===== src/hw/timer_params.svh =====
`ifndef TIMER_PARAMS_SVH
`define TIMER_PARAMS_SVH

// register byte offsets
`define TMR_CTRL_OFS      8'h00
`define TMR_COUNT_OFS     8'h04
`define TMR_RELOAD_OFS    8'h08
`define TMR_MATCH_OFS     8'h0C
`define TMR_STATUS_OFS    8'h10

// control field positions
`define TMR_CTRL_EN_BIT   0
`define TMR_CTRL_MODE_LSB 1
`define TMR_CTRL_PRE_LSB  3
`define TMR_CTRL_POL_BIT  6
`define TMR_CTRL_AF_BIT   7
`define TMR_CTRL_WIDTH    8

// reset values
`define TMR_CTRL_RST      8'h00
`define TMR_COUNT_RST     16'h0000
`define TMR_RELOAD_RST    16'h0000
`define TMR_MATCH_RST     16'h0000

// count restored at every reload
`define TMR_RESTART       16'h0001

// bus responses
`define AXI_RESP_OKAY     2'h0
`define AXI_RESP_SLVERR   2'h2

// system clock
`define TMR_CLK_PERIOD_NS 100

`endif


===== src/hw/timer_pkg.sv =====
package timer_pkg;

  // operating modes
  typedef enum logic [1:0] {
    MODE_ONESHOT,
    MODE_CONTINUOUS,
    MODE_COUNTER,
    MODE_PWM
  } mode_t;

  // control register layout, msb first
  typedef struct packed {
    logic       out_af;
    logic       output_polarity_select;
    logic [2:0] presc;
    mode_t      mode;
    logic       en;
  } ctrl_t;

  // status register layout
  typedef struct packed {
    logic en;
    logic out_level;
  } status_t;

endpackage


===== src/hw/reload_timer.sv =====
// Contract
// - one-shot reload raises interrupt, count becomes 0001H, enable clears, stops.
// - one-shot reload inverts output for exactly one clock when output enabled.
// - continuous reload raises interrupt, count becomes 0001H, keeps counting.
// - continuous mode start count applies first pass only, later from 0001H.
// - one-shot, continuous, pwm count prescaled clock, never the input pin.
// - continuous reload inverts output and holds until next reload.
// - counter mode counts selected input edge, no prescaler; polarity picks edge.
// - counter reload raises interrupt, count 0001H, inverts output if enabled.
// - counter edge select also sets the initial output level.
// - pwm toggles output at match; reload interrupts, count 0001H, continues.
// - polarity 1 pwm: start high, low on match, high at reload.
// - polarity 0 pwm: start low, high on match, low at reload.
// - pwm written start affects first period only, then 0001H.
// - prescaler divides system clock by 1 up to 128.
// - count at FFFFH without reload wraps to 0000H and continues.
`timescale 1ns/1ps
`include "timer_params.svh"

module reload_timer (
  input  wire logic        aclk,
  input  wire logic        aresetn,
  input  wire logic [7:0]  s_axi_awaddr,
  input  wire logic [2:0]  s_axi_awprot,
  input  wire logic        s_axi_awvalid,
  output logic             s_axi_awready,
  input  wire logic [31:0] s_axi_wdata,
  input  wire logic [3:0]  s_axi_wstrb,
  input  wire logic        s_axi_wvalid,
  output logic             s_axi_wready,
  output logic [1:0]       s_axi_bresp,
  output logic             s_axi_bvalid,
  input  wire logic        s_axi_bready,
  input  wire logic [7:0]  s_axi_araddr,
  input  wire logic [2:0]  s_axi_arprot,
  input  wire logic        s_axi_arvalid,
  output logic             s_axi_arready,
  output logic [31:0]      s_axi_rdata,
  output logic [1:0]       s_axi_rresp,
  output logic             s_axi_rvalid,
  input  wire logic        s_axi_rready,
  input  wire logic        timer_in,
  output logic             timer_out,
  output logic             timer_out_oe,
  output logic             timer_irq
);

  timer_pkg::ctrl_t ctrl_r;
  logic [15:0]      count_r;
  logic [15:0]      reload_r;
  logic [15:0]      match_r;
  logic [6:0]       presc_cnt_r;
  logic             in_s1_r;
  logic             in_s2_r;
  logic             in_s3_r;
  logic             level_r;
  logic             level_nxt;
  logic             out_r;
  logic             irq_r;
  logic             aw_hold_r;
  logic             w_hold_r;
  logic [7:0]       awaddr_r;
  logic [31:0]      wdata_r;
  logic [3:0]       wstrb_r;
  logic             bvalid_r;
  logic [1:0]       bresp_r;
  logic             rvalid_r;
  logic [1:0]       rresp_r;
  logic [31:0]      rdata_r;
  logic             wr_go;
  logic             wr_ctrl;
  logic             wr_count;
  logic             wr_reload;
  logic             wr_match;
  logic [31:0]      ctrl_wr;
  logic [31:0]      count_wr;
  logic [6:0]       div_m1;
  logic             sys_tick;
  logic             edge_hit;
  logic             tick;
  logic             reload_hit;
  logic             match_hit;
  logic             is_oneshot;
  logic             is_counter;
  logic             is_pwm;

  // byte-lane merge of a write into an old value
  function automatic logic [31:0] lane_merge(input logic [31:0] old_v,
                                             input logic [31:0] new_v,
                                             input logic [3:0]  strb);
    logic [31:0] res;
    res = old_v;
    for (int i = 0; i < 4; i++) begin
      if (strb[i]) begin
        res[i*8 +: 8] = new_v[i*8 +: 8];
      end
    end
    return res;
  endfunction

  // address decode: true when offset names a register
  function automatic logic addr_known(input logic [7:0] a);
    return (a == `TMR_CTRL_OFS) || (a == `TMR_COUNT_OFS) ||
           (a == `TMR_RELOAD_OFS) || (a == `TMR_MATCH_OFS) ||
           (a == `TMR_STATUS_OFS);
  endfunction

  // ---------------- bus slave ----------------

  assign s_axi_awready = ~aw_hold_r & ~bvalid_r;
  assign s_axi_wready  = ~w_hold_r & ~bvalid_r;
  assign s_axi_bvalid  = bvalid_r;
  assign s_axi_bresp   = bresp_r;
  assign s_axi_arready = ~rvalid_r;
  assign s_axi_rvalid  = rvalid_r;
  assign s_axi_rresp   = rresp_r;
  assign s_axi_rdata   = rdata_r;

  // write strobes once address and data are both held
  assign wr_go     = aw_hold_r & w_hold_r & ~bvalid_r;
  assign wr_ctrl   = wr_go & (awaddr_r == `TMR_CTRL_OFS);
  assign wr_count  = wr_go & (awaddr_r == `TMR_COUNT_OFS);
  assign wr_reload = wr_go & (awaddr_r == `TMR_RELOAD_OFS);
  assign wr_match  = wr_go & (awaddr_r == `TMR_MATCH_OFS);
  assign ctrl_wr   = lane_merge({24'h000000, ctrl_r}, wdata_r, wstrb_r);
  assign count_wr  = lane_merge({16'h0000, count_r}, wdata_r, wstrb_r);

  // write address and data capture, either order
  always_ff @(posedge aclk) begin
    if (!aresetn) begin
      aw_hold_r <= 1'b0;
      w_hold_r  <= 1'b0;
      awaddr_r  <= 8'h00;
      wdata_r   <= 32'h00000000;
      wstrb_r   <= 4'h0;
    end else begin
      if (s_axi_awvalid && s_axi_awready) begin
        aw_hold_r <= 1'b1;
        awaddr_r  <= s_axi_awaddr;
      end else if (wr_go) begin
        aw_hold_r <= 1'b0;
      end
      if (s_axi_wvalid && s_axi_wready) begin
        w_hold_r <= 1'b1;
        wdata_r  <= s_axi_wdata;
        wstrb_r  <= s_axi_wstrb;
      end else if (wr_go) begin
        w_hold_r <= 1'b0;
      end
    end
  end

  // write response
  always_ff @(posedge aclk) begin
    if (!aresetn) begin
      bvalid_r <= 1'b0;
      bresp_r  <= `AXI_RESP_OKAY;
    end else if (wr_go) begin
      bvalid_r <= 1'b1;
      bresp_r  <= addr_known(awaddr_r) ? `AXI_RESP_OKAY : `AXI_RESP_SLVERR;
    end else if (s_axi_bready) begin
      bvalid_r <= 1'b0;
    end
  end

  // read channel, one cycle after address taken
  always_ff @(posedge aclk) begin
    if (!aresetn) begin
      rvalid_r <= 1'b0;
      rresp_r  <= `AXI_RESP_OKAY;
      rdata_r  <= 32'h00000000;
    end else if (s_axi_arvalid && s_axi_arready) begin
      rvalid_r <= 1'b1;
      rresp_r  <= addr_known(s_axi_araddr) ? `AXI_RESP_OKAY
                                           : `AXI_RESP_SLVERR;
      case (s_axi_araddr)
        `TMR_CTRL_OFS:   rdata_r <= {24'h000000, ctrl_r};
        `TMR_COUNT_OFS:  rdata_r <= {16'h0000, count_r};
        `TMR_RELOAD_OFS: rdata_r <= {16'h0000, reload_r};
        `TMR_MATCH_OFS:  rdata_r <= {16'h0000, match_r};
        `TMR_STATUS_OFS: rdata_r <= {30'h00000000, ctrl_r.en, out_r};
        default:         rdata_r <= 32'h00000000;
      endcase
    end else if (s_axi_rready) begin
      rvalid_r <= 1'b0;
    end
  end

  // ---------------- timer core ----------------

  assign is_oneshot = ctrl_r.mode == timer_pkg::MODE_ONESHOT;
  assign is_counter = ctrl_r.mode == timer_pkg::MODE_COUNTER;
  assign is_pwm     = ctrl_r.mode == timer_pkg::MODE_PWM;

  // prescale divide of 2^presc, 1 to 128
  assign div_m1   = 7'((8'h01 << ctrl_r.presc) - 8'h01);
  assign sys_tick = ctrl_r.en & (presc_cnt_r == div_m1);
  // edge chosen by polarity, from synchronised samples
  assign edge_hit = ctrl_r.output_polarity_select ? (in_s2_r & ~in_s3_r)
                                                  : (~in_s2_r & in_s3_r);
  // counter mode bypasses prescaler; others never see the pin
  assign tick = is_counter ? (ctrl_r.en & edge_hit) : sys_tick;
  assign reload_hit = tick & (count_r == reload_r);
  assign match_hit  = tick & is_pwm & (count_r == match_r) & ~reload_hit;

  // input pin synchroniser plus edge history
  always_ff @(posedge aclk) begin
    if (!aresetn) begin
      in_s1_r <= 1'b0;
      in_s2_r <= 1'b0;
      in_s3_r <= 1'b0;
    end else begin
      in_s1_r <= timer_in;
      in_s2_r <= in_s1_r;
      in_s3_r <= in_s2_r;
    end
  end

  // prescaler, held clear while disabled
  always_ff @(posedge aclk) begin
    if (!aresetn) begin
      presc_cnt_r <= 7'h00;
    end else if (!ctrl_r.en || sys_tick) begin
      presc_cnt_r <= 7'h00;
    end else begin
      presc_cnt_r <= presc_cnt_r + 7'h01;
    end
  end

  // control register; one-shot expiry drops enable unless written
  always_ff @(posedge aclk) begin
    if (!aresetn) begin
      ctrl_r <= timer_pkg::ctrl_t'(`TMR_CTRL_RST);
    end else if (wr_ctrl) begin
      ctrl_r <= timer_pkg::ctrl_t'(ctrl_wr[`TMR_CTRL_WIDTH-1:0]);
    end else if (reload_hit && is_oneshot) begin
      ctrl_r.en <= 1'b0;
    end
  end

  // reload and match values
  always_ff @(posedge aclk) begin
    if (!aresetn) begin
      reload_r <= `TMR_RELOAD_RST;
      match_r  <= `TMR_MATCH_RST;
    end else begin
      if (wr_reload) begin
        reload_r <= lane_merge({16'h0000, reload_r}, wdata_r, wstrb_r)
                    [15:0];
      end
      if (wr_match) begin
        match_r <= lane_merge({16'h0000, match_r}, wdata_r, wstrb_r)
                   [15:0];
      end
    end
  end

  // count: start value from software, 0001H after each reload
  always_ff @(posedge aclk) begin
    if (!aresetn) begin
      count_r <= `TMR_COUNT_RST;
    end else if (wr_count) begin
      count_r <= count_wr[15:0];
    end else if (reload_hit) begin
      count_r <= `TMR_RESTART;
    end else if (tick) begin
      count_r <= count_r + 16'h0001;
    end
  end

  // output level per mode; polarity gives the idle level
  always_comb begin
    level_nxt = level_r;
    if (!ctrl_r.en) begin
      level_nxt = ctrl_r.output_polarity_select;
    end else begin
      case (ctrl_r.mode)
        timer_pkg::MODE_ONESHOT: begin
          // hold start level; a polarity flip lands only at expiry
          level_nxt = level_r;
        end
        timer_pkg::MODE_CONTINUOUS,
        timer_pkg::MODE_COUNTER: begin
          if (reload_hit) begin
            level_nxt = ~level_r;
          end
        end
        timer_pkg::MODE_PWM: begin
          if (reload_hit) begin
            level_nxt = ctrl_r.output_polarity_select;
          end else if (match_hit) begin
            level_nxt = ~ctrl_r.output_polarity_select;
          end
        end
        default: begin
          level_nxt = level_r;
        end
      endcase
    end
  end

  // output flops and interrupt pulse
  always_ff @(posedge aclk) begin
    if (!aresetn) begin
      level_r <= 1'b0;
      out_r   <= 1'b0;
      irq_r   <= 1'b0;
    end else begin
      level_r <= level_nxt;
      out_r   <= level_nxt ^ (reload_hit & is_oneshot);
      irq_r   <= reload_hit;
    end
  end

  assign timer_out    = out_r;
  assign timer_out_oe = ctrl_r.out_af;
  assign timer_irq    = irq_r;

endmodule // reload_timer


===== config.mk =====
export PLATFORM = sky130hd
export DESIGN_NAME = reload_timer
export DESIGN_NICKNAME = d
export VERILOG_FILES = /design/src/hw/timer_pkg.sv /design/src/hw/reload_timer.sv
export VERILOG_INCLUDE_DIRS = /design/src /design/src/hw
export SDC_FILE = /design/constraint.sdc
export NUM_CORES = 1
export LEC_CHECK = 0
export ABC_CLOCK_PERIOD_IN_PS = 6650
export BUFFER_PORTS_ARGS = -buffer_cell sky130_fd_sc_hd__buf_2
export CORE_MARGIN = 8
export CORE_UTILIZATION = 60
export DETAILED_ROUTE_END_ITERATION = 7
export GPL_ROUTABILITY_DRIVEN = 0
export MAX_ROUTING_LAYER = met4
export PLACE_DENSITY = 0.82
export SYNTH_ARGS = -nofsm -noshare
export SYNTH_HDL_FRONTEND = slang
export SYNTH_SLANG_ARGS = --single-unit

===== constraint.sdc =====
create_clock -name aclk -period 6.65 [get_ports aclk]
set_clock_uncertainty 0.2 [all_clocks]
set_input_delay 0.3325 -clock aclk [delete_from_list [all_inputs] [get_ports aclk]]
set_output_delay 0.3325 -clock aclk [all_outputs]
set_load 0.03 [all_outputs]

==> summary.md <==
| Metric | Value |
|---|---|
| Post-synthesis sequential area ratio | `around two fifths` |
| Reg area | `2340 um2` |
| Kind of critical path | `reg -> reg` |
| Total power | `1700 uW` |
| Fin. max-slew vios | `0` |
| Reg2reg setup slack | `about 3.3 ns` |
| Mapped Cells | `approximately 730` |
| Gr usage total | `25.2%` |
| VDD IR max | `~0.23 mV` |
| Slowest stage delay, CP | `about 0.86 ns` |
| Worst slew pin tran | `a little over 1 ns` |
| PwrDens | `240 nW/um2` |
| Row count | `36` |
| DR top layer | `met4` |
| Final WL | `between 15000 and 20000 um` |
| CP arrival | `approximately 3.5 ns` |
| Slowest-stage cell, CP | `and3b_1` |
| Max-cap violations | `0` |
| Endpoints failing hold | `0` |
| N_diodes | `0` |
| Core Region | `9730 um2` |
| Multi-input logic area | `around 3300 um2` |
| Final worst-path cycle share | `50.0%` |
| Yosys warns | `0` |
| Htree depth | `4` |
| Area Growth Syn to Fin | `17.6%` |
| Die Width | `about 120 um` |
| DRT antenna net count | `0` |
| Final worst path period need | `3.32 ns` |
| Critical path buffers and inverters | `0` |
| FF-to-FF path depth | `7` |
| Routed vias | `5615` |
| CP top delay family | `simple AND/OR/NAND/NOR gates` |
| CTS tree | `built` |
| Max Root-Sink Buffers | `2` |
| Min-delay src | `s_axi_araddr[4]` |
| Final setup TNS | `0 ns` |
| Unique cell type count in the Yosys netlist | `just over 70` |
| Initial antenna violation count | `0` |
| Critical path capture point type | `flip-flop` |
| Maximum number of pins on one net before global-route repair | `a little under 100` |
| End of the critical path | `count_r[2]$_SDFFE_PN0P_` |
| Most common flop cell mapped by yosys | `dfxtp_1` |
| Worst path cell trace | `or4_4, nor4_4, and3b_1, nand2_1, o21ai_1, o21ai_0, a32o_1` |
| Critical R2R Capture | `count_r[2]$_SDFFE_PN0P_` |
| Yosys reg bits | `roughly 120` |
| Fmax | `~0.30 GHz` |
| Status | `complete, no violations` |
| Buffers on Ports | `67` |
| Clock latency on the worst-skew pair | `~0.53 ns` |
| Met1 Wirelength | `6480 um` |
| Avg Cell Area, Syn | `8.21 um2` |
| Critical Path Fanout Max | `27` |
| Layout Nets | `868` |
| Synth Cell Area | `around 6000 um2` |
| Total CTS buffers | `17` |
| WP data required | `slightly below 7 ns` |
| First-pass GRT wire length | `25900 um` |
| Levels on crit path | `7` |
| Die Height | `between 100 and 150 um` |
| Initial core utilization | `61.7%` |
| Clock root buffer | `clkbuf_8` |
| Die area | `between 10000 and 15000 um2` |
| Clock slew at reported path FFs | `approximately 0.06 ns` |
| # fillers | `~740` |
| Worst min path class | `in -> reg` |
| Dpl hpwl | `~11000 um` |
| Leak Pwr | `approximately 0.0028 uW` |
| WL met2 | `between 7000 and 8000 um` |
| CP Launch Point | `awaddr_r[6]$_SDFFE_PN0P_` |
| DRT Pass-1 Iters | `8` |
| Hold path cells | `4` |
| FFs w/ async S/R, synth | `0%` |
| Per-cell routed wire length | `approximately 17 um` |
| Final setup viols | `0` |
| Reg2Reg Launch Point | `awaddr_r[6]$_SDFFE_PN0P_` |
| DR iter-0 viols | `around 470` |
| Post-synth EDFFs | `0` |
| Via/cell ratio | `approximately 6` |
| RSZ-0062 raised after global routing | `no` |
| Share of cells above drive strength 1 | `15.9%` |
| DRC viols | `0` |
| Grt total ovfl | `0` |
| Vias in the first global route | `about 5300` |
| Ports | `110` |
| Clock sinks | `roughly 120` |
| Startpoint types | `flip-flop` |
| DR WL met3 | `approximately 1500 um` |
| Final Util | `just over 70%` |
| Slew HR | `approximately a third` |
## repair_timing
item	4_1_cts	5_1_grt
endpoints found under the hold margin	29	0
hold buffers	30	0
resized for setup	0	0
buffers inserted	0	0
## state kept, by name, summed over array words and instances, names as in the netlist, 2 cells and up
name         count
s_axi_rdata     16
presc_cnt_r      7
ctrl_r           7
reload_r        16
awaddr_r         8
wstrb_r          2
count_r         16
match_r         16
wdata_r         16
## cells in the mapped netlist (all sizes together) (3+ instances only)
master	instances	area share, %
inv	13	0.81
a211oi	4	0.50
xnor2	21	3.1
or3	4	0.42
or4	3	0.44
a22oi	11	1.4
mux4	8	3.0
a32o	7	1.2
nand2	142	8.9
nand3	25	2.1
ha	6	1.3
xor2	17	2.5
nand2b	7	0.73
nor3	19	1.6
buf	32	3.7
mux2i	9	1.6
a221o	3	0.50
clkbuf	37	2.3
nand4	9	0.94
mux2	8	1.5
a21oi	88	7.5
nor4	7	1.1
nor2b	4	0.42
a221oi	5	0.73
dfxtp	117	39
and2	11	1.1
o21ai	13	1.1
and3	10	1.2
nor2	50	3.1
## layout by cell type (no fill, tap or decap), types with 5 or more instances in the layout
cell type / Yosys / final
nand2_1: 142 / 142
dfxtp_1: 117 / 117
a21oi_1: 86 / 86
buf_2: 6 / 67
nor2_1: 50 / 50
dlygate4sd3_1: 0 / 30
nand3_1: 25 / 25
xnor2_1: 21 / 21
nor3_1: 19 / 19
conb_1: 1 / 18
xor2_1: 17 / 17
clkbuf_16: 0 / 16
inv_1: 13 / 13
and2_1: 11 / 11
o21ai_0: 11 / 11
a22oi_1: 11 / 11
nand4_1: 9 / 9
and3_1: 8 / 8
mux2i_1: 8 / 8
mux2_2: 8 / 8
mux4_2: 8 / 8
nand2b_1: 7 / 7
a32o_1: 7 / 7
ha_1: 6 / 6
a221oi_1: 5 / 5
nor4_1: 5 / 5
## metal layers
| layer | up-vias | GRT usage [%] |
|---|---|---|
| met3 | 46 | 6.83 |
| met4 | 0 | 9.16 |
| met1 | 2615 | 28.7 |
| met5 | - | - |
| met2 | 291 | 41.7 |
| li1 | 2663 | - |
## report_power, final
part / internal, uW / switching [uW]
sequential: 716 / 19.3
clock: 523 / 320
combinational: 42.0 / 75.8
## metrics by stage
stage / setup slack [ns] / area, um2 / hold WS, ns / cells
after floorplan: 4.15 / 6060 / 0.212 / 748
after global placement: 3.53 / 6210 / 0.216 / 880
after detailed placement: 3.42 / 6210 / 0.219 / 880
after CTS: 3.38 / 7060 / 0.0436 / 942
after global routing: 3.16 / 7060 / 0.0692 / 942
final: 3.33 / 7060 / 0.0602 / 942
## cell families (layout without fill, tap and decap cells)
logic type | Yosys count | count (layout) | synth area share [%]
adders and majority gates | 6 | 6 | 1.25
xor gates and xnor gates | 38 | 38 | 5.55
other | 1 | 18 | 0.0625
and+or+nand+nor | 300 | 300 | 23.5
buffers and inverters | 83 | 144 | 6.88
muxes | 25 | 25 | 6.07
AOI/OAI and AO/OA | 161 | 161 | 17.7
DFF | 117 | 117 | 39.0
## worst register-to-register path: stages, from the launching register on
cell	delay [ns]
dfxtp_1	0.31
or4_4	0.56
nor4_4	0.35
and3b_1	0.86
nand2_1	0.16
o21ai_1	0.28
o21ai_0	0.21
a32o_1	0.29
## area by class of cell
class	instances	share of cell area [%]
clock inverters	8	1.06
clock buffers	24	6.66
flip-flops and latches	117	33.2
multi-input cells	548	46.9
well taps	133	2.36
inverters	14	0.744
repair buffers	98	9.11
## worst min-delay path by stage
| stage | endpoint | slack [ns] |
|---|---|---|
| 2_1_floorplan | in_s2_r$_SDFF_PN0_ | 0.21 |
| 3_3_place_gp | in_s2_r$_SDFF_PN0_ | 0.22 |
| 3_5_place_dp | in_s2_r$_SDFF_PN0_ | 0.22 |
| 4_1_cts | s_axi_rdata[4]$_SDFFE_PN0P_ | 0.04 |
| 5_1_grt | s_axi_rdata[5]$_SDFFE_PN0P_ | 0.07 |
| 6_report | s_axi_rdata[4]$_SDFFE_PN0P_ | 0.06 |
No activity file was read; power rests on OpenSTA's default activity.
